**src/hw/flash_ctl_map.svh**
```systemverilog
`ifndef FLASH_CTL_MAP_SVH
`define FLASH_CTL_MAP_SVH
`define UNLOCK_FIRST      8'h55
`define UNLOCK_SECOND     8'hAA
`define CTRL_READ_BIT     0
`define CTRL_WRITE_BIT    1
`define CTRL_PERMIT_BIT   2
`define CTRL_CALIBRATION_SPACE_SELECT_BIT   6
`define BLOCK_LAST        2'h3
`define ROW_FIRST_LAST    4'h3
`define ERASE_TIME_US     4000
`define POWERUP_TIME_US   72000
`define CLOCK_MHZ         250
`define SETUP_CYCLES      2
`endif

```
**src/hw/flash_ctl_pkg.sv**
```systemverilog
package flash_ctl_pkg;
    typedef enum logic [2:0] {
        ST_IDLE   = 3'b000,
        ST_RDWAIT = 3'b001,
        ST_RDACC  = 3'b010,
        ST_SETUP  = 3'b011,
        ST_ERASE  = 3'b100,
        ST_PROG   = 3'b101
    } ctl_state_e;
    typedef enum logic [1:0] {
        UL_NONE  = 2'b00,
        UL_FIRST = 2'b01,
        UL_READY = 2'b10
    } unlock_state_e;
endpackage

```
**src/hw/self_program_flash_controller.sv**
```systemverilog
// Operation
// - access in second cycle, suppress that instruction
// - data registers hold fetched word until changed
// - self-write only to unprotected segments
// - four-word aligned blocks, no boundary span
// - buffer offsets in order; offset 3 commits
// - commit programs four; erases sixteen only at low nibble 0011
// - two setup cycles after write bit
// - first three words just fill buffer
// - stall execution during erase, typical 4 ms
// - resume at third instruction after write
// - erase only when low nibble is 0011
// - power-up clears write permit
// - power-up timer blocks writes for 72 ms
// - protect bits only self-writes; code protect blocks serial
// - code protect keeps CPU access, blocks test area
// - protected regions readable, not modifiable
// - unlock port has no storage, reads zero
// - hardware clears write and read bits
// - data high six bits, address high four
// - calibration select picks test area reads
`timescale 1ns/1ps
`include "flash_ctl_map.svh"
module self_program_flash_controller
    import flash_ctl_pkg::*;
#(
    parameter int ERASE_CYCLES   = (`ERASE_TIME_US * `CLOCK_MHZ),
    parameter int POWERUP_CYCLES = (`POWERUP_TIME_US * `CLOCK_MHZ)
) (
    input  wire logic        clk,
    input  wire logic        arst_n,
    input  wire logic [7:0]  writeData,
    input  wire logic        addrLowWrite,
    input  wire logic        addrHighWrite,
    input  wire logic        wordLowWrite,
    input  wire logic        wordHighWrite,
    input  wire logic        controlWrite,
    input  wire logic        unlockWrite,
    input  wire logic [1:0]  selfWriteProtectBits,
    input  wire logic        codeProtect,
    input  wire logic        serialProgWriteReq,
    input  wire logic [13:0] arrayReadData,
    output logic [7:0]       flashAddrLow,
    output logic [7:0]       flashAddrHigh,
    output logic [7:0]       flashWordLow,
    output logic [7:0]       flashWordHigh,
    output logic [7:0]       flashControl,
    output logic [7:0]       flashUnlockPort,
    output logic             suppressInstr,
    output logic             cpuStall,
    output logic [11:0]      arrayAddr,
    output logic             arrayRead,
    output logic             arrayTestArea,
    output logic             arrayErase,
    output logic             arrayProgram,
    output logic [13:0]      arrayProgData,
    output logic             serialProgWriteOk,
    output logic             writeRefused
);
    // one width serves both the power-up and the erase countdown
    localparam int TMAX = (POWERUP_CYCLES > ERASE_CYCLES) ? POWERUP_CYCLES : ERASE_CYCLES;
    localparam int CW = $clog2(TMAX + 1);

    typedef struct packed {
        ctl_state_e    state;
        unlock_state_e unlock;
        logic [7:0]    addrLow;
        logic [3:0]    addrHigh;
        logic [7:0]    wordLow;
        logic [5:0]    wordHigh;
        logic          calibration_space_select;
        logic          permit;
        logic          wrBit;
        logic          rdBit;
        logic [3:0][13:0] buffer;
        logic [1:0]    progIdx;
        logic [CW-1:0] timer;
        logic [CW-1:0] powerTimer;
        logic          suppress;
        logic          stall;
        logic          aRead;
        logic          aTest;
        logic          aErase;
        logic          aProg;
        logic [11:0]   aAddr;
        logic [13:0]   aData;
        logic          serialOk;
        logic          refused;
    } ctl_s;

    ctl_s cur;
    ctl_s next_cur;
    logic [1:0] rstSync;
    logic rstSyncN;

    // protect code 11 = none, 10 = lower quarter, 01 = lower half, 00 = all
    function automatic logic isProtected(input logic [1:0] bits, input logic [11:0] addr);
        case (bits)
            2'h3: isProtected = 1'b0;
            2'h2: isProtected = (addr[11:10] == 2'h0);
            2'h1: isProtected = (addr[11] == 1'b0);
            default: isProtected = 1'b1;
        endcase
    endfunction

    always_ff @(posedge clk or negedge arst_n) begin
        if (!arst_n) begin
            rstSync <= 2'h0;
        end else begin
            rstSync <= {rstSync[0], 1'b1};
        end
    end
    assign rstSyncN = rstSync[1];

    always_comb begin
        logic [11:0] addr;
        logic        wrReq;
        addr = {cur.addrHigh, cur.addrLow};
        wrReq = 1'b0;
        next_cur = cur;
        next_cur.aRead = 1'b0;
        next_cur.aErase = 1'b0;
        next_cur.aProg = 1'b0;
        next_cur.suppress = 1'b0;
        next_cur.refused = 1'b0;
        if (cur.powerTimer != '0) begin
            next_cur.powerTimer = cur.powerTimer - CW'(1);
        end
        next_cur.serialOk = serialProgWriteReq && !codeProtect;
        if (addrLowWrite) next_cur.addrLow = writeData;
        if (addrHighWrite) next_cur.addrHigh = writeData[3:0];
        if (wordLowWrite) next_cur.wordLow = writeData;
        if (wordHighWrite) next_cur.wordHigh = writeData[5:0];
        if (unlockWrite) begin
            if (writeData == `UNLOCK_FIRST) next_cur.unlock = UL_FIRST;
            else if (writeData == `UNLOCK_SECOND && cur.unlock == UL_FIRST) next_cur.unlock = UL_READY;
            else next_cur.unlock = UL_NONE;
        end
        if (controlWrite) begin
            next_cur.calibration_space_select = writeData[`CTRL_CALIBRATION_SPACE_SELECT_BIT];
            next_cur.permit = writeData[`CTRL_PERMIT_BIT];
            next_cur.unlock = UL_NONE;
            if (cur.state == ST_IDLE) begin
                if (writeData[`CTRL_READ_BIT]) begin
                    next_cur.rdBit = 1'b1;
                    next_cur.state = ST_RDWAIT;
                end else if (writeData[`CTRL_WRITE_BIT]) begin
                    wrReq = 1'b1;
                end
            end
        end
        if (wrReq) begin
            if (cur.unlock == UL_READY && cur.permit && cur.powerTimer == '0 &&
                !isProtected(selfWriteProtectBits, addr)) begin
                next_cur.wrBit = 1'b1;
                next_cur.buffer[cur.addrLow[1:0]] = {cur.wordHigh, cur.wordLow};
                next_cur.timer = CW'(`SETUP_CYCLES - 1);
                next_cur.state = ST_SETUP;
            end else begin
                next_cur.refused = 1'b1;
            end
        end
        case (cur.state)
            ST_IDLE: begin
            end
            ST_RDWAIT: begin
                next_cur.state = ST_RDACC;
                next_cur.aRead = 1'b1;
                next_cur.aAddr = addr;
                next_cur.aTest = cur.calibration_space_select && !codeProtect;
                next_cur.suppress = 1'b1;
            end
            ST_RDACC: begin
                next_cur.wordLow = arrayReadData[7:0];
                next_cur.wordHigh = arrayReadData[13:8];
                next_cur.rdBit = 1'b0;
                next_cur.state = ST_IDLE;
            end
            ST_SETUP: begin
                if (cur.timer != '0) begin
                    next_cur.timer = cur.timer - CW'(1);
                end else if (cur.addrLow[1:0] != `BLOCK_LAST) begin
                    next_cur.wrBit = 1'b0;
                    next_cur.state = ST_IDLE;
                end else begin
                    next_cur.stall = 1'b1;
                    next_cur.progIdx = 2'h0;
                    if (cur.addrLow[3:0] == `ROW_FIRST_LAST) begin
                        next_cur.aErase = 1'b1;
                        next_cur.aAddr = {addr[11:4], 4'h0};
                        next_cur.timer = CW'(ERASE_CYCLES - 1);
                        next_cur.state = ST_ERASE;
                    end else begin
                        next_cur.state = ST_PROG;
                    end
                end
            end
            ST_ERASE: begin
                if (cur.timer != '0) next_cur.timer = cur.timer - CW'(1);
                else next_cur.state = ST_PROG;
            end
            ST_PROG: begin
                next_cur.aProg = 1'b1;
                next_cur.aAddr = {addr[11:2], cur.progIdx};
                next_cur.aData = cur.buffer[cur.progIdx];
                next_cur.progIdx = cur.progIdx + 2'h1;
                if (cur.progIdx == `BLOCK_LAST) begin
                    next_cur.stall = 1'b0;
                    next_cur.wrBit = 1'b0;
                    next_cur.state = ST_IDLE;
                end
            end
            default: next_cur.state = ST_IDLE;
        endcase
    end

    always_ff @(posedge clk or negedge rstSyncN) begin
        if (!rstSyncN) begin
            cur.state <= ST_IDLE;
            cur.unlock <= UL_NONE;
            cur.addrLow <= 8'h00;
            cur.addrHigh <= 4'h0;
            cur.wordLow <= 8'h00;
            cur.wordHigh <= 6'h00;
            cur.calibration_space_select <= 1'b0;
            cur.permit <= 1'b0;
            cur.wrBit <= 1'b0;
            cur.rdBit <= 1'b0;
            cur.buffer <= '0;
            cur.progIdx <= 2'h0;
            cur.timer <= '0;
            cur.powerTimer <= CW'(POWERUP_CYCLES);
            cur.suppress <= 1'b0;
            cur.stall <= 1'b0;
            cur.aRead <= 1'b0;
            cur.aTest <= 1'b0;
            cur.aErase <= 1'b0;
            cur.aProg <= 1'b0;
            cur.aAddr <= 12'h000;
            cur.aData <= 14'h0000;
            cur.serialOk <= 1'b0;
            cur.refused <= 1'b0;
        end else begin
            cur <= next_cur;
        end
    end

    assign flashAddrLow = cur.addrLow;
    assign flashAddrHigh = {4'h0, cur.addrHigh};
    assign flashWordLow = cur.wordLow;
    assign flashWordHigh = {2'h0, cur.wordHigh};
    assign flashControl = {1'b1, cur.calibration_space_select, 3'h0, cur.permit, cur.wrBit, cur.rdBit};
    assign flashUnlockPort = 8'h00;
    assign suppressInstr = cur.suppress;
    assign cpuStall = cur.stall;
    assign arrayAddr = cur.aAddr;
    assign arrayRead = cur.aRead;
    assign arrayTestArea = cur.aTest;
    assign arrayErase = cur.aErase;
    assign arrayProgram = cur.aProg;
    assign arrayProgData = cur.aData;
    assign serialProgWriteOk = cur.serialOk;
    assign writeRefused = cur.refused;

    read_single_a: assert property (@(posedge clk) disable iff (!rstSyncN)
        (cur.state == ST_RDWAIT) |=> arrayRead ##1 !flashControl[`CTRL_READ_BIT]) else $error("read timing wrong");
    read_data_a: assert property (@(posedge clk) disable iff (!rstSyncN)
        arrayRead |=> ({flashWordHigh[5:0], flashWordLow} == $past(arrayReadData)))
        else $error("read data not captured");
    permit_gate_a: assert property (@(posedge clk) disable iff (!rstSyncN)
        (controlWrite && cur.state == ST_IDLE && writeData[`CTRL_WRITE_BIT] && !writeData[`CTRL_READ_BIT] &&
        !cur.permit) |=> !flashControl[`CTRL_WRITE_BIT]) else $error("write taken without permit");
    unlock_gate_a: assert property (@(posedge clk) disable iff (!rstSyncN)
        (controlWrite && cur.state == ST_IDLE && cur.unlock != UL_READY) |=> !flashControl[`CTRL_WRITE_BIT])
        else $error("write taken without unlock");
    erase_only_row_a: assert property (@(posedge clk) disable iff (!rstSyncN)
        arrayErase |-> arrayAddr[3:0] == 4'h0 && $past(cur.addrLow[3:0]) == `ROW_FIRST_LAST)
        else $error("erase at wrong address");
    no_stall_fill_a: assert property (@(posedge clk) disable iff (!rstSyncN)
        (cur.state == ST_SETUP && cur.addrLow[1:0] != `BLOCK_LAST) |-> !cpuStall)
        else $error("stall on buffer fill");
    fill_done_a: assert property (@(posedge clk) disable iff (!rstSyncN)
        ($rose(flashControl[`CTRL_WRITE_BIT]) && cur.addrLow[1:0] != `BLOCK_LAST) |-> ##[2:3]
        !flashControl[`CTRL_WRITE_BIT]) else $error("fill not finished in setup time");
    powerup_block_a: assert property (@(posedge clk) disable iff (!rstSyncN)
        (cur.powerTimer != '0) |-> !arrayErase && !arrayProgram) else $error("write during power-up");
    serial_cp_a: assert property (@(posedge clk) disable iff (!rstSyncN)
        $past(codeProtect) |-> !serialProgWriteOk) else $error("serial write under code protect");
    stall_on_erase_a: assert property (@(posedge clk) disable iff (!rstSyncN)
        arrayErase |-> cpuStall) else $error("erase without stall");
    refused_idle_a: assert property (@(posedge clk) disable iff (!rstSyncN)
        writeRefused |-> !flashControl[`CTRL_WRITE_BIT]) else $error("refused write started");
endmodule

```
**config.mk**
```make
export PLATFORM = sky130hd
export DESIGN_NAME = self_program_flash_controller
export DESIGN_NICKNAME = d
export VERILOG_FILES = /design/src/hw/flash_ctl_pkg.sv /design/src/hw/self_program_flash_controller.sv
export VERILOG_INCLUDE_DIRS = /design/src /design/src/hw
export SDC_FILE = /design/constraint.sdc
export NUM_CORES = 1
export LEC_CHECK = 0
export ABC_AREA = 1
export BUFFER_PORTS_ARGS = -buffer_cell sky130_fd_sc_hd__buf_4
export CORE_MARGIN = 2
export CORE_UTILIZATION = 45
export CTS_CLUSTER_DIAMETER = 50
export CTS_CLUSTER_SIZE = 12
export DETAILED_ROUTE_END_ITERATION = 16
export SYNTH_ARGS = -nofsm -noshare
export SYNTH_HDL_FRONTEND = slang
export SYNTH_SLANG_ARGS = --single-unit
```
**constraint.sdc**
```tcl
create_clock -name clk -period 7.56 [get_ports clk]
set_clock_uncertainty 0.15 [all_clocks]
set_input_delay 1.512 -clock clk [delete_from_list [all_inputs] [get_ports clk]]
set_output_delay 1.512 -clock clk [all_outputs]
set_load 0.005 [all_outputs]
```
Word-level counts from Yosys, hierarchy flattened
Cells that the tools add are included.

Register bits: 179. Word-level logic and storage cells: 145. Output and inout port bits: 82. Input bits: 34.

Equal/unequal tests: 19. Multiplexer cells: 64. Bitwise operators: 1. Add/sub/neg operators: 3. Order comparisons: 3. Reduce and logical (&&, ||, !) cells: 27.

Operators by type and width (count): $mux W25 (5); $bwmux W56 (1); $pmux W25 S2 (1); $reduce_bool A25 Y1 (2); $sub A25 B1 Y25 const B (2); $mux W14 (3); $mux W12 (3); $pmux W12 S3 (1); $bmux W14 S2 (1); $demux W14 S2 (1); $mux W27 (1); $mux W1 (26); $logic_not A25 Y1 (1); $mux W3 (8); $pmux W3 S5 (1); $reduce_bool A2 Y1 (7); $mux W2 (5); $ne A2 B2 Y1 const B (5); $eq A2 B2 Y1 const B (4); $eq A8 B7 Y1 const B (1); $eq A8 B8 Y1 const B (1); $mux W8 (1); $reduce_and A4 Y1 (2); $logic_and A1 B1 Y1 (7); 20 further kinds (27).

Depth between registers and ports, before layout
Gate-level depths: netlist (run 1).

Depth after elaboration: 13. Depth in mapped cells: 12. Mapped depth without buffers: 11.

Worst setup path after synthesis (run 1)
Ideal clock, no wire load.

Path type: input to register. From: in writeData[1]. To: reg cur[118] in the netlist's numbering. Stages: 9. Library setup time: 0.117 ns. Path buffers: 2. Data required time: 7.293 ns. Slack: 4.812 ns. Data arrival time: 2.481 ns. Cell sequence: inv_1 nor2_1 nand3_2 nor3_2 buf_4 nand2_4 buf_6 nand2_1 nand2_1.

Longest elaborated chain between the ends: 5.

Ends and longest elaborated chain: from (decl) (line self_program_flash_controller.sv:32) `input wire logic [7:0] writeData,`; $mux W1 (line self_program_flash_controller.sv:147) `` end else if (writeData[`CTRL_WRITE_BIT]) begin ``; $mux W1 (line self_program_flash_controller.sv:144) `` if (writeData[`CTRL_READ_BIT]) begin ``; $mux W1 (line self_program_flash_controller.sv:143) `if (cur.state == ST_IDLE) begin`; $mux W1 (line self_program_flash_controller.sv:139) `if (controlWrite) begin`; $reduce_and A2 Y1 (no source line); to (decl) (line self_program_flash_controller.sv:91) `ctl_s cur;`.

Every way passes these cells. A chain may end at the register's enable or synchronous reset.

Final worst setup path (run 1)
From: reg cur (netlist bit flashAddrLow[0]). To: out flashAddrLow[0].

RTL lines: to (decl) (line self_program_flash_controller.sv:43) `output logic [7:0] flashAddrLow,`.

No word-level cell between the ends.

==> metrics.md, run 1 <==
| Metric | Value |
|---|---|
| Status | `finished, final reports clean` |
| Met1 usage | `0.292` |
| Most used routing layer | `met2` |
| CP max FO | `19` |
| Worst R2R Setup Slack | `4750 ps` |
| Mapped Avg Cell Area | `7.83 sq um` |
| Grt met3 use | `0.0376` |
| Global placement routability congestion | `0.864` |
| FF-to-FF End | `cur[133]$_DFFE_PN0P_` |
| FF+latch count, synth | `178` |
| FP Rows | `52` |
| Sequential fraction of the synthesis area | `0.473` |
| Static Leak | `5.60 nW` |
| Maximum clock rate | `0.310 GHz` |
| Final number of hold-violating endpoints | `0` |
| Crit path kind | `reg2out` |
| Sink Count | `178` |
| # diodes | `0` |
| Setup TNS Final | `0 ps` |
| Cell Pwr Density | `196 nW/um^2` |
| Slowest cell on crit path | `dfrtp_1` |
| Die W | `149 um` |
| Met2 usage | `0.358` |
| Minimum clock period after layout | `3220 ps` |
| Cells after Synth | `1206` |
| Area delta synth->final | `10.8%` |
| Final Max Tran Viols | `0` |
| Max clock buf depth | `2` |
| Buffers on Ports | `97` |
| CP required | `5900 ps` |
| R2R depth | `9` |
| Final period util | `0.426` |
| WP buf/inv | `1` |
| Worst slew margin | `0.361` |
| Final setup fails | `0` |
| Post-synth EDFFs | `0` |
| Crit path DAT | `1560 ps` |
| First-pass GRT wire length | `38200 um` |
| CTS tree | `built` |
| CTS Root Cell | `clkbuf_16` |
| Mapped Area | `9440 sq um` |
| Max_cap viols | `0` |
| Clock latency on the worst-skew pair | `440 ps` |
| Core area | `20400 sq um` |
| YS warnings | `0` |
| Placed instance area | `9840 sq um` |
| Final nets | `1269` |
| H-tree Lvls | `4` |
| Post-synth ARST share | `1.00` |
| Overflow after GRT | `0` |
| Via/cell ratio | `5.04` |
| Worst path top cell family by delay | `flip-flops` |
| Drt total wl | `23000 um` |
| Netlist cell types | `40` |
| TritonRoute pass-1 iters | `5` |
| Average wire per standard cell | `15.2 um` |
| Clock slew at reported path FFs | `80 ps` |
| RSZ-0062 raised after global routing | `false` |
| Num CTS Buffers | `17` |
| Placed insts | `1482` |
| Hold Path Class | `reg2async` |
| Synth Flop Type | `dfrtp_1` |
| GRT Total Usage | `0.217` |
| # IOs | `116` |
| DR DRC count | `0` |
| Post-Layout Cell Count | `1514` |
| Worst-case vdd ir drop | `0.000121 V` |
| Initial DRC Count | `448` |
| Layout cells sized above 1 | `0.146` |
| Post-Layout Inst Area | `10500 sq um` |
| Hpwl dp | `15900 um` |
| Chip height | `149 um` |
| Maximum number of pins on one net before global-route repair | `69` |
| Starting Density | `0.462` |
| Startpoint class of the critical path | `register` |
| Vias post-DR | `7636` |
| Fillers | `2010` |
| FF-to-FF Start | `cur[50]$_DFFE_PN0P_` |
| Initial antenna violation count | `0` |
| Crit end category | `output port` |
| Setup bufs post-CTS | `0` |
| Number of global-route vias before repair | `7417` |
| Post-DRT Antenna Nets | `0` |
| Post-CTS Resized | `0` |
| Die area | `22100 sq um` |
| Post-cts hold buffer count | `0` |
| Power, Total | `2.05 mW` |
| Crit-path max cell delay | `880 ps` |
| Critical Path, Cell by Cell | `buf_4` |
| Slew @ Worst Pin | `958 ps` |
==> stage by stage <==
stage / hold slack, ps / util / setup WS, ps
final: 193 / 0.512 / 4340
after global routing: 223 / 0.512 / 4270
after CTS: 217 / 0.512 / 4340
after detailed placement: 198 / 0.482 / 3990
after global placement: 185 / 0.482 / 4040
after floorplan: 181 / - / 2100
==> power by group <==
| group | internal, mW | switching (mW) | leakage (nW) |
|---|---|---|---|
| registers | 0.970 | 0.0310 | 2.28 |
| logic | 0.0433 | 0.0636 | 3.02 |
| clock network | 0.534 | 0.413 | 0.303 |
| total | 1.55 | 0.507 | 5.60 |
==> Yosys cell counts (2+ instances only) <==
master | n | share of area
nand3_1 | 51 | 0.027
buf_2 | 13 | 0.0069
nor3_2 | 2 | 0.0021
o21ai_1 | 10 | 0.0053
nor2_2 | 7 | 0.0046
buf_6 | 6 | 0.0072
o211ai_1 | 12 | 0.0095
inv_1 | 84 | 0.033
nand2_4 | 2 | 0.0024
o32ai_1 | 14 | 0.013
nand2_2 | 4 | 0.0027
a21oi_1 | 30 | 0.016
dfstp_2 | 7 | 0.019
clkbuf_1 | 15 | 0.0060
dfrtp_1 | 171 | 0.45
xnor2_1 | 8 | 0.0074
nor3_1 | 7 | 0.0037
nand4_2 | 3 | 0.0040
nand3b_1 | 5 | 0.0040
buf_1 | 2 | 0.00080
xor2_1 | 13 | 0.012
nor2_1 | 149 | 0.059
or2_2 | 4 | 0.0027
nand4_1 | 43 | 0.029
conb_1 | 2 | 0.00080
nand2_1 | 383 | 0.15
buf_4 | 78 | 0.062
ha_1 | 4 | 0.0053
o21ai_0 | 49 | 0.026
nand3_2 | 3 | 0.0032
o22ai_1 | 2 | 0.0013
inv_2 | 8 | 0.0032
nor2_4 | 8 | 0.0095
==> registers in the layout, summed over array words and instances (netlist names), 2 cells and up <==
register / flops
arrayAddr: 12
arrayProgData: 14
cur: 113
flashAddrHigh: 4
flashAddrLow: 8
flashControl: 4
flashWordHigh: 6
flashWordLow: 8
rstSync: 2
==> routing by layer <==
metal,wire length [um],up-vias
li1,-,3824
met2,11200,173
met1,10500,3612
met4,469,0
met3,854,27
met5,0,-
==> kinds of logic (layout without fill, tap and decap cells) <==
kind of cell / count (synthesis) / in the layout / share of synthesized area
simple gates: 673 / 673 / 0.307
buf+inv: 207 / 228 / 0.120
flops: 178 / 178 / 0.473
compound gates: 121 / 121 / 0.0744
xor+xnor: 21 / 21 / 0.0195
fa+ha+maj: 4 / 4 / 0.00530
other cells: 2 / 19 / 0.000796
==> cells in the final DEF, fill, tap and decap left out, drive strengths merged <==
cell type and n:
a21boi 2, a21oi 30, and3 1, buf 103, bufinv 3, clkbuf 19, clkinv 3, conb 19
dfrtp 171, dfstp 7, ha 4, inv 100, nand2 389, nand3 54, nand3b 5, nand4 46
nor2 164, nor3 9, nor4 1, o211ai 12, o21ai 59, o22ai 2, o311ai 1, o31ai 1
o32ai 14, or2 4, xnor2 8, xor2 13
==> final cells by class <==
type	instances	area, sq um	share of cell area
tap	270	338	0.0323
timing repair buffer	103	773	0.0739
clock buffer	19	433	0.0414
clock inverter	13	185	0.0177
multi-input combinational	838	3910	0.374
sequential	178	4470	0.427
inverter	93	349	0.0334
==> how the worst max path moves through the flow <==
| stage | end | depth (start not counted) | start | slack, ps |
|---|---|---|---|---|
| after floorplan | arrayAddr[0]$_DFFE_PN0P_ | 0 | rstSync[1]$_DFF_PN0_ | 2100 |
| after global placement | cur[132]$_DFFE_PN0P_ | 8 | writeData[0] | 4040 |
| after detailed placement | cur[129]$_DFFE_PN0P_ | 8 | writeData[0] | 3990 |
| after CTS | flashAddrLow[0] | 1 | flashAddrLow[0]$_DFFE_PN0P_ | 4340 |
| after global routing | cur[129]$_DFFE_PN0P_ | 9 | writeData[1] | 4270 |
| final | flashAddrLow[0] | 1 | flashAddrLow[0]$_DFFE_PN0P_ | 4340 |
Note: power is estimated with default switching activity, not from simulation.
==> inputs of run 2 (changes only) <==
Clock period 7.56 ns to 3.16 ns, I/O delays scaled along.
==> run 2 against run 1 <==
Compared with the run above: worst setup slack got worse by 3700 ps; via count fell by 0.14%; sequential power rose by 140%; critical endpoint is now cur[122]$_DFFE_PN0P_; largest cell class unchanged; highest routed layer unchanged.
==> metrics.md, run 2 (synthesis gave the netlist of run 1 again) <==
| Metric | Value |
|---|---|
| Status | `finished, final reports clean` |
| Pre-CTS setup slack | `717 ps (-3280 ps)` |
| GRT Total Usage | `0.218 (+0.00143)` |
| First-pass GRT wire length | `38700 um (+1.2%)` |
| Cell mode on critical path | `nand2_1` |
| Number of global-route vias before repair | `7522 (+1.4%)` |
| FF-to-FF Start | `cur[52]$_DFFE_PN0P_` |
| Maximum number of pins on one net before global-route repair | `62 (-10%)` |
| Core area | `20400 sq um (unchanged)` |
| Crit end category | `register` |
| Crit path kind | `reg2reg` |
| Final period util | `0.799` |
| Vias post-DR | `7625 (-0.14%)` |
| RSZ-0062 raised after global routing | `false` |
| Fillers | `2025 (+0.75%)` |
| Cell Pwr Density | `455 nW/um^2 (+130%)` |
| Final number of hold-violating endpoints | `0 (unchanged)` |
| Crit path DAT | `2700 ps (+1140 ps)` |
| Area delta synth->final | `11.3%` |
| Initial antenna violation count | `0 (unchanged)` |
| CP required | `3330 ps (-2570 ps)` |
| Fin worst setup slack | `636 ps (-3700 ps)` |
| CTS Root Cell | `clkbuf_16` |
| Final setup fails | `0 (unchanged)` |
| Biggest register | `cur` |
| Drt total wl | `22900 um (-0.29%)` |
| Crit-path max cell delay | `440 ps (-440 ps)` |
| H-tree Lvls | `4 (unchanged)` |
| Hold Path Class | `reg2async` |
| Starting Density | `0.462 (unchanged)` |
| Placed instance area | `9900 sq um (+0.64%)` |
| Layout cells sized above 1 | `0.150 (+0.00410)` |
| Slew @ Worst Pin | `971 ps (+13.6 ps)` |
| WP buf/inv | `1 (unchanged)` |
| Worst R2R Setup Slack | `640 ps (-4110 ps)` |
| Commonest non-fill, non-tap cell in the layout | `nand2_1` |
| Clock slew at reported path FFs | `80 ps (about the same)` |
| Buffers on Ports | `97 (unchanged)` |
| Power, Total | `4.78 mW (+130%)` |
| Die W | `149 um (unchanged)` |
| FP Rows | `52 (unchanged)` |
| Reg area | `4470 sq um (unchanged)` |
| Worst path top cell family by delay | `simple AND/OR/NAND/NOR gates` |
| CP max FO | `46 (+27)` |
| Setup bufs post-CTS | `0 (unchanged)` |
| Final Max Tran Viols | `0 (unchanged)` |
| Hpwl dp | `16100 um (+1.2%)` |
| Slowest cell on crit path | `buf_4` |
| Die area | `22100 sq um (unchanged)` |
| Setup TNS Final | `0 ps (unchanged)` |
| # diodes | `0 (unchanged)` |
| Post-CTS Resized | `0 (unchanged)` |
| Post-Layout Inst Area | `10500 sq um (+0.39%)` |
| Post-DRT Antenna Nets | `0 (unchanged)` |
| Average wire per standard cell | `15.1 um (-0.68%)` |
| # IOs | `116 (unchanged)` |
| Max reg flops | `113 (unchanged)` |
| Final nets | `1275 (+0.47%)` |
| Global placement routability congestion | `0.888 (+2.8%)` |
| Worst-case vdd ir drop | `0.000308 V (+150%)` |
| Sink Count | `178 (unchanged)` |
| DR DRC count | `0 (unchanged)` |
| Initial DRC Count | `470 (+4.9%)` |
| Max clock buf depth | `2 (unchanged)` |
| Clock latency on the worst-skew pair | `440 ps (about the same)` |
| R2R depth | `9 (unchanged)` |
| Max_cap viols | `0 (unchanged)` |
| TritonRoute pass-1 iters | `5 (unchanged)` |
| Area occupied by multi-input gates | `3910 sq um (unchanged)` |
| Startpoint class of the critical path | `register` |
| Chip height | `149 um (unchanged)` |
| Maximum clock rate | `0.396 GHz` |
| Minimum clock period after layout | `2520 ps` |
| Critical Path, Cell by Cell | `nor2_1, nand2_1, nor2_2, nand3_2, nor3_4, buf_4, nand2_4, nand2_1, nand2_1` |
| Num CTS Buffers | `17 (unchanged)` |
| Static Leak | `5.61 nW (+0.20%)` |
| FF-to-FF End | `cur[122]$_DFFE_PN0P_` |
| Most frequent cells in the layout | `nand2_1 (383), dfrtp_1 (170), nor2_1 (149), buf_4 (106), inv_1 (84)` |
| CTS tree | `built` |
| Overflow after GRT | `0 (unchanged)` |
| Worst slew margin | `0.352 (-0.00907)` |
| Via/cell ratio | `5.02 (-0.54%)` |
-- run 2: cell types whose count changed in the layout (fill, tap and decap cells not counted), sizes merged --
cell,previous run,this run
inv,100,98
dlygate4sd3,0,1
clkinv,3,4
clkinvlp,0,3
bufinv,3,1
buf,103,108
-- run 2: worst max-delay path by stage --
stage / from / to / slack [ps] / cells past startpoint
floorplan: rstSync[1]$_DFF_PN0_ / arrayAddr[0]$_DFFE_PN0P_ / 80 / 0
global route: cur[52]$_DFFE_PN0P_ / cur[115]$_DFFE_PN0P_ / 410 / 9
finish: cur[52]$_DFFE_PN0P_ / cur[122]$_DFFE_PN0P_ / 640 / 9
global placement: cur[34]$_DFFE_PN0P_ / cur[127]$_DFFE_PN0P_ / 770 / 10
CTS: cur[52]$_DFFE_PN0P_ / cur[122]$_DFFE_PN0P_ / 640 / 9
detailed placement: cur[34]$_DFFE_PN0P_ / cur[125]$_DFFE_PN0P_ / 720 / 10
-- run 2: area by class of cell --
| type | instances | share of cell area |
|---|---|---|
| Tap cell | 270 | 0.0322 |
| Inverter | 93 | 0.0332 |
| Sequential cell | 178 | 0.425 |
| Multi-Input combinational cell | 838 | 0.373 |
| Clock inverter | 13 | 0.0137 |
| Timing Repair Buffer | 109 | 0.0806 |
| Clock buffer | 19 | 0.0422 |
-- run 2: per-layer routing --
| metal | wire (um) | GRT usage | vias up |
|---|---|---|---|
| li1 | - | - | 3835 |
| met1 | 10400 | 0.293 | 3617 |
| met2 | 11400 | 0.373 | 160 |
| met3 | 838 | 0.0376 | 13 |
| met4 | 214 | 0.0471 | 0 |
| met5 | 0 | 0 | - |
-- run 2: power breakdown --
group          switching, mW  internal [mW]
combinational          0.157          0.112
sequential            0.0679           2.32
clock                  0.983           1.14
-- run 2: repair_timing --
| item | in CTS | in global routing |
|---|---|---|
| endpoints found under the hold margin | 2 | 0 |
| setup endpoints to repair | 0 | 0 |
| hold buffers | 1 | 0 |
-- run 2: stage by stage --
| stage | hold WS [ps] | instances | util |
|---|---|---|---|
| final | 190 | 1520 | 0.514 |
| after global routing | 199 | 1520 | 0.514 |
| after CTS | 186 | 1520 | 0.514 |
| after detailed placement | 194 | 1487 | 0.485 |
| after global placement | 186 | 1487 | 0.485 |
| after floorplan | 181 | 1223 | - |
-- run 2: worst register-to-register path, stage by stage (launching register included) --
cell and delay, ps:
dfrtp_1 410, nor2_1 160, nand2_1 110, nor2_2 190
nand3_2 310, nor3_4 230, buf_4 440, nand2_4 230
nand2_1 120, nand2_1 50
==> inputs of run 3 (changes only) <==
Settings changed: PLACE_DENSITY set to 0.67.
Clock period 3.16 ns to 2.3 ns, I/O delays scaled along.
==> run 3 against run 2 <==
Compared with the run above: combinational power is 42% higher; final cell count up 1.6%; sequential power increased by 37%; sequential share of layout area decreased by 1.1 points; register-to-register slack worse by 420 ps; cell area increased by 2.7%; critical path depth unchanged; worst setup slack got worse by 420 ps; core utilization rose by 1.4 points; die area unchanged.
==> metrics.md, run 3 (synthesis gave the netlist of run 1 again) <==
| Metric | Value |
|---|---|
| Vias post-DR | `7847 (+2.9%)` |
| Drt total wl | `22800 um (-0.25%)` |
| FP Rows | `52 (unchanged)` |
| Overflow after GRT | `0 (unchanged)` |
| Commonest non-fill, non-tap cell in the layout | `nand2_1` |
| Max clock buf depth | `2 (unchanged)` |
| Chip height | `149 um (unchanged)` |
| CP required | `2480 ps (-850 ps)` |
| Clock slew at reported path FFs | `70 ps (about the same)` |
| Maximum clock rate | `0.479 GHz (+21%)` |
| Number of global-route vias before repair | `7613 (+1.2%)` |
| Worst slew margin | `0.564 (+0.212)` |
| Static Leak | `5.77 nW (+2.9%)` |
| Via/cell ratio | `5.08 (+1.3%)` |
| Cell mode on critical path | `nand2_1` |
| Num CTS Buffers | `17 (unchanged)` |
| Final number of hold-violating endpoints | `0 (unchanged)` |
| Max_cap viols | `0 (unchanged)` |
| Final setup fails | `0 (unchanged)` |
| Max reg flops | `113 (unchanged)` |
| H-tree Lvls | `4 (unchanged)` |
| Critical Path, Cell by Cell | `nor2_1, nand2_1, nor2_2, nand3_2, nor3_4, buf_12, nand2_4, nand2_1, nand2_1` |
| Die W | `149 um (unchanged)` |
| Crit path kind | `reg2reg` |
| Fin worst setup slack | `214 ps (-422 ps)` |
| Most frequent cells in the layout | `nand2_1 (383), dfrtp_1 (170), nor2_1 (149), buf_4 (125), inv_1 (84)` |
| Setup TNS Final | `0 ps (unchanged)` |
| Starting Density | `0.462 (unchanged)` |
| Hold Worst Slack | `22.4 ps (-168 ps)` |
| Area delta synth->final | `14.3%` |
| Setup bufs post-CTS | `0 (unchanged)` |
| FF-to-FF Start | `cur[52]$_DFFE_PN0P_` |
| Post-DRT Antenna Nets | `0 (unchanged)` |
| Final period util | `0.907 (+0.108)` |
| Slowest cell on crit path | `dfrtp_1` |
| CTS tree | `built` |
| Layout Utilization | `0.528 (+0.0140)` |
| Cell Pwr Density | `632 nW/um^2 (+39%)` |
| Buffers on Ports | `97 (unchanged)` |
| # IOs | `116 (unchanged)` |
| Crit-path max cell delay | `410 ps (-30 ps)` |
| TritonRoute pass-1 iters | `5 (unchanged)` |
| First-pass GRT wire length | `38200 um (-1.2%)` |
| Post-Layout Cell Count | `1544 (+1.6%)` |
| Biggest register | `cur` |
| Worst-case vdd ir drop | `0.000429 V (+39%)` |
| Placed insts | `1511 (+1.6%)` |
| Initial antenna violation count | `0 (unchanged)` |
| Worst R2R Setup Slack | `210 ps (-420 ps)` |
| Average wire per standard cell | `14.8 um (-1.8%)` |
| Crit path DAT | `2270 ps (-430 ps)` |
| Startpoint class of the critical path | `register` |
| WP buf/inv | `1 (unchanged)` |
| Sink Count | `178 (unchanged)` |
| R2R depth | `9 (unchanged)` |
| Minimum clock period after layout | `2090 ps (-438 ps)` |
| Worst Hold Launch | `codeProtect` |
| Global placement routability congestion | `0.865 (-2.5%)` |
| # diodes | `0 (unchanged)` |
| Status | `finished, final reports clean` |
| Layout cells sized above 1 | `0.167 (+0.0168)` |
| DR DRC count | `0 (unchanged)` |
| Worst path top cell family by delay | `simple AND/OR/NAND/NOR gates` |
| FF-to-FF End | `cur[122]$_DFFE_PN0P_` |
| Pre-CTS setup slack | `224 ps (-493 ps)` |
| Crit end category | `register` |
| Clock latency on the worst-skew pair | `440 ps (about the same)` |
| GRT Total Usage | `0.216 (-0.00261)` |
| Maximum number of pins on one net before global-route repair | `46 (-26%)` |
| Die area | `22100 sq um (unchanged)` |
| CTS Root Cell | `clkbuf_16` |
| Core area | `20400 sq um (unchanged)` |
| Initial DRC Count | `559 (+19%)` |
| Final nets | `1299 (+1.9%)` |
| Hpwl dp | `16300 um (+1.3%)` |
| CP max FO | `43 (-6.5%)` |
| RSZ-0062 raised after global routing | `false` |
| Worst hold path cell count | `2` |
| Hold Path Class | `in2reg` |
| Final Max Tran Viols | `0 (unchanged)` |
| Slew @ Worst Pin | `654 ps (-318 ps)` |
| Hold EP | `serialProgWriteOk$_DFF_PN0_` |
-- run 3: cell count changes in the layout (fill, tap and decap cells not counted), sizes merged --
cell	delta
buf	+24
clkinv	-3
bufinv	+2
inv	+2
clkinvlp	-1
-- run 3: final cells by class --
cell class / instances / area (sq um)
timing repair buffer: 133 / 1090
fill: 1934 / 9640
multi-input combinational: 838 / 3920
sequential: 178 / 4470
clock buffer: 19 / 443
inverter: 93 / 349
tap: 270 / 338
clock inverter: 13 / 185
-- run 3: metal layers --
layer	wire, um	track usage
met5	0	0
met3	814	0.0388
met4	497	0.0676
met1	10300	0.286
met2	11200	0.361
-- run 3: stage by stage --
stage                     power [mW]  cell area, sq um
final                           6.81             10800
after global routing            7.04             10800
after CTS                       6.86             10800
after detailed placement        3.73             10100
after global placement          3.72             10100
after floorplan                 3.56              9510
-- run 3: timing repair --
action,in CTS,in global routing
hold endpoints to repair,2,0
hold buffers,1,0
endpoints found under the setup margin,0,1
gates resized for setup,0,1
-- run 3: power breakdown --
group | total, mW | leakage, nW | switching [mW] | internal, mW
Sequential | 3.28 | 2.28 | 0.0922 | 3.19
Combinational | 0.383 | 3.19 | 0.217 | 0.166
Clock | 3.15 | 0.303 | 1.37 | 1.78
-- run 3: worst max-delay path by stage --
stage          cells past startpoint                 start                       end  slack (ps)
6_report                           9   cur[52]$_DFFE_PN0P_      cur[122]$_DFFE_PN0P_         210
4_1_cts                            9   cur[52]$_DFFE_PN0P_      cur[124]$_DFFE_PN0P_         210
3_3_place_gp                       8          writeData[0]      cur[127]$_DFFE_PN0P_         290
5_1_grt                           12     cur[59]$_DFF_PN0_  arrayAddr[2]$_DFFE_PN0P_          20
2_1_floorplan                      0  rstSync[1]$_DFF_PN0_  arrayAddr[0]$_DFFE_PN0P_         320
3_5_place_dp                       9   cur[52]$_DFFE_PN0P_      cur[124]$_DFFE_PN0P_         220
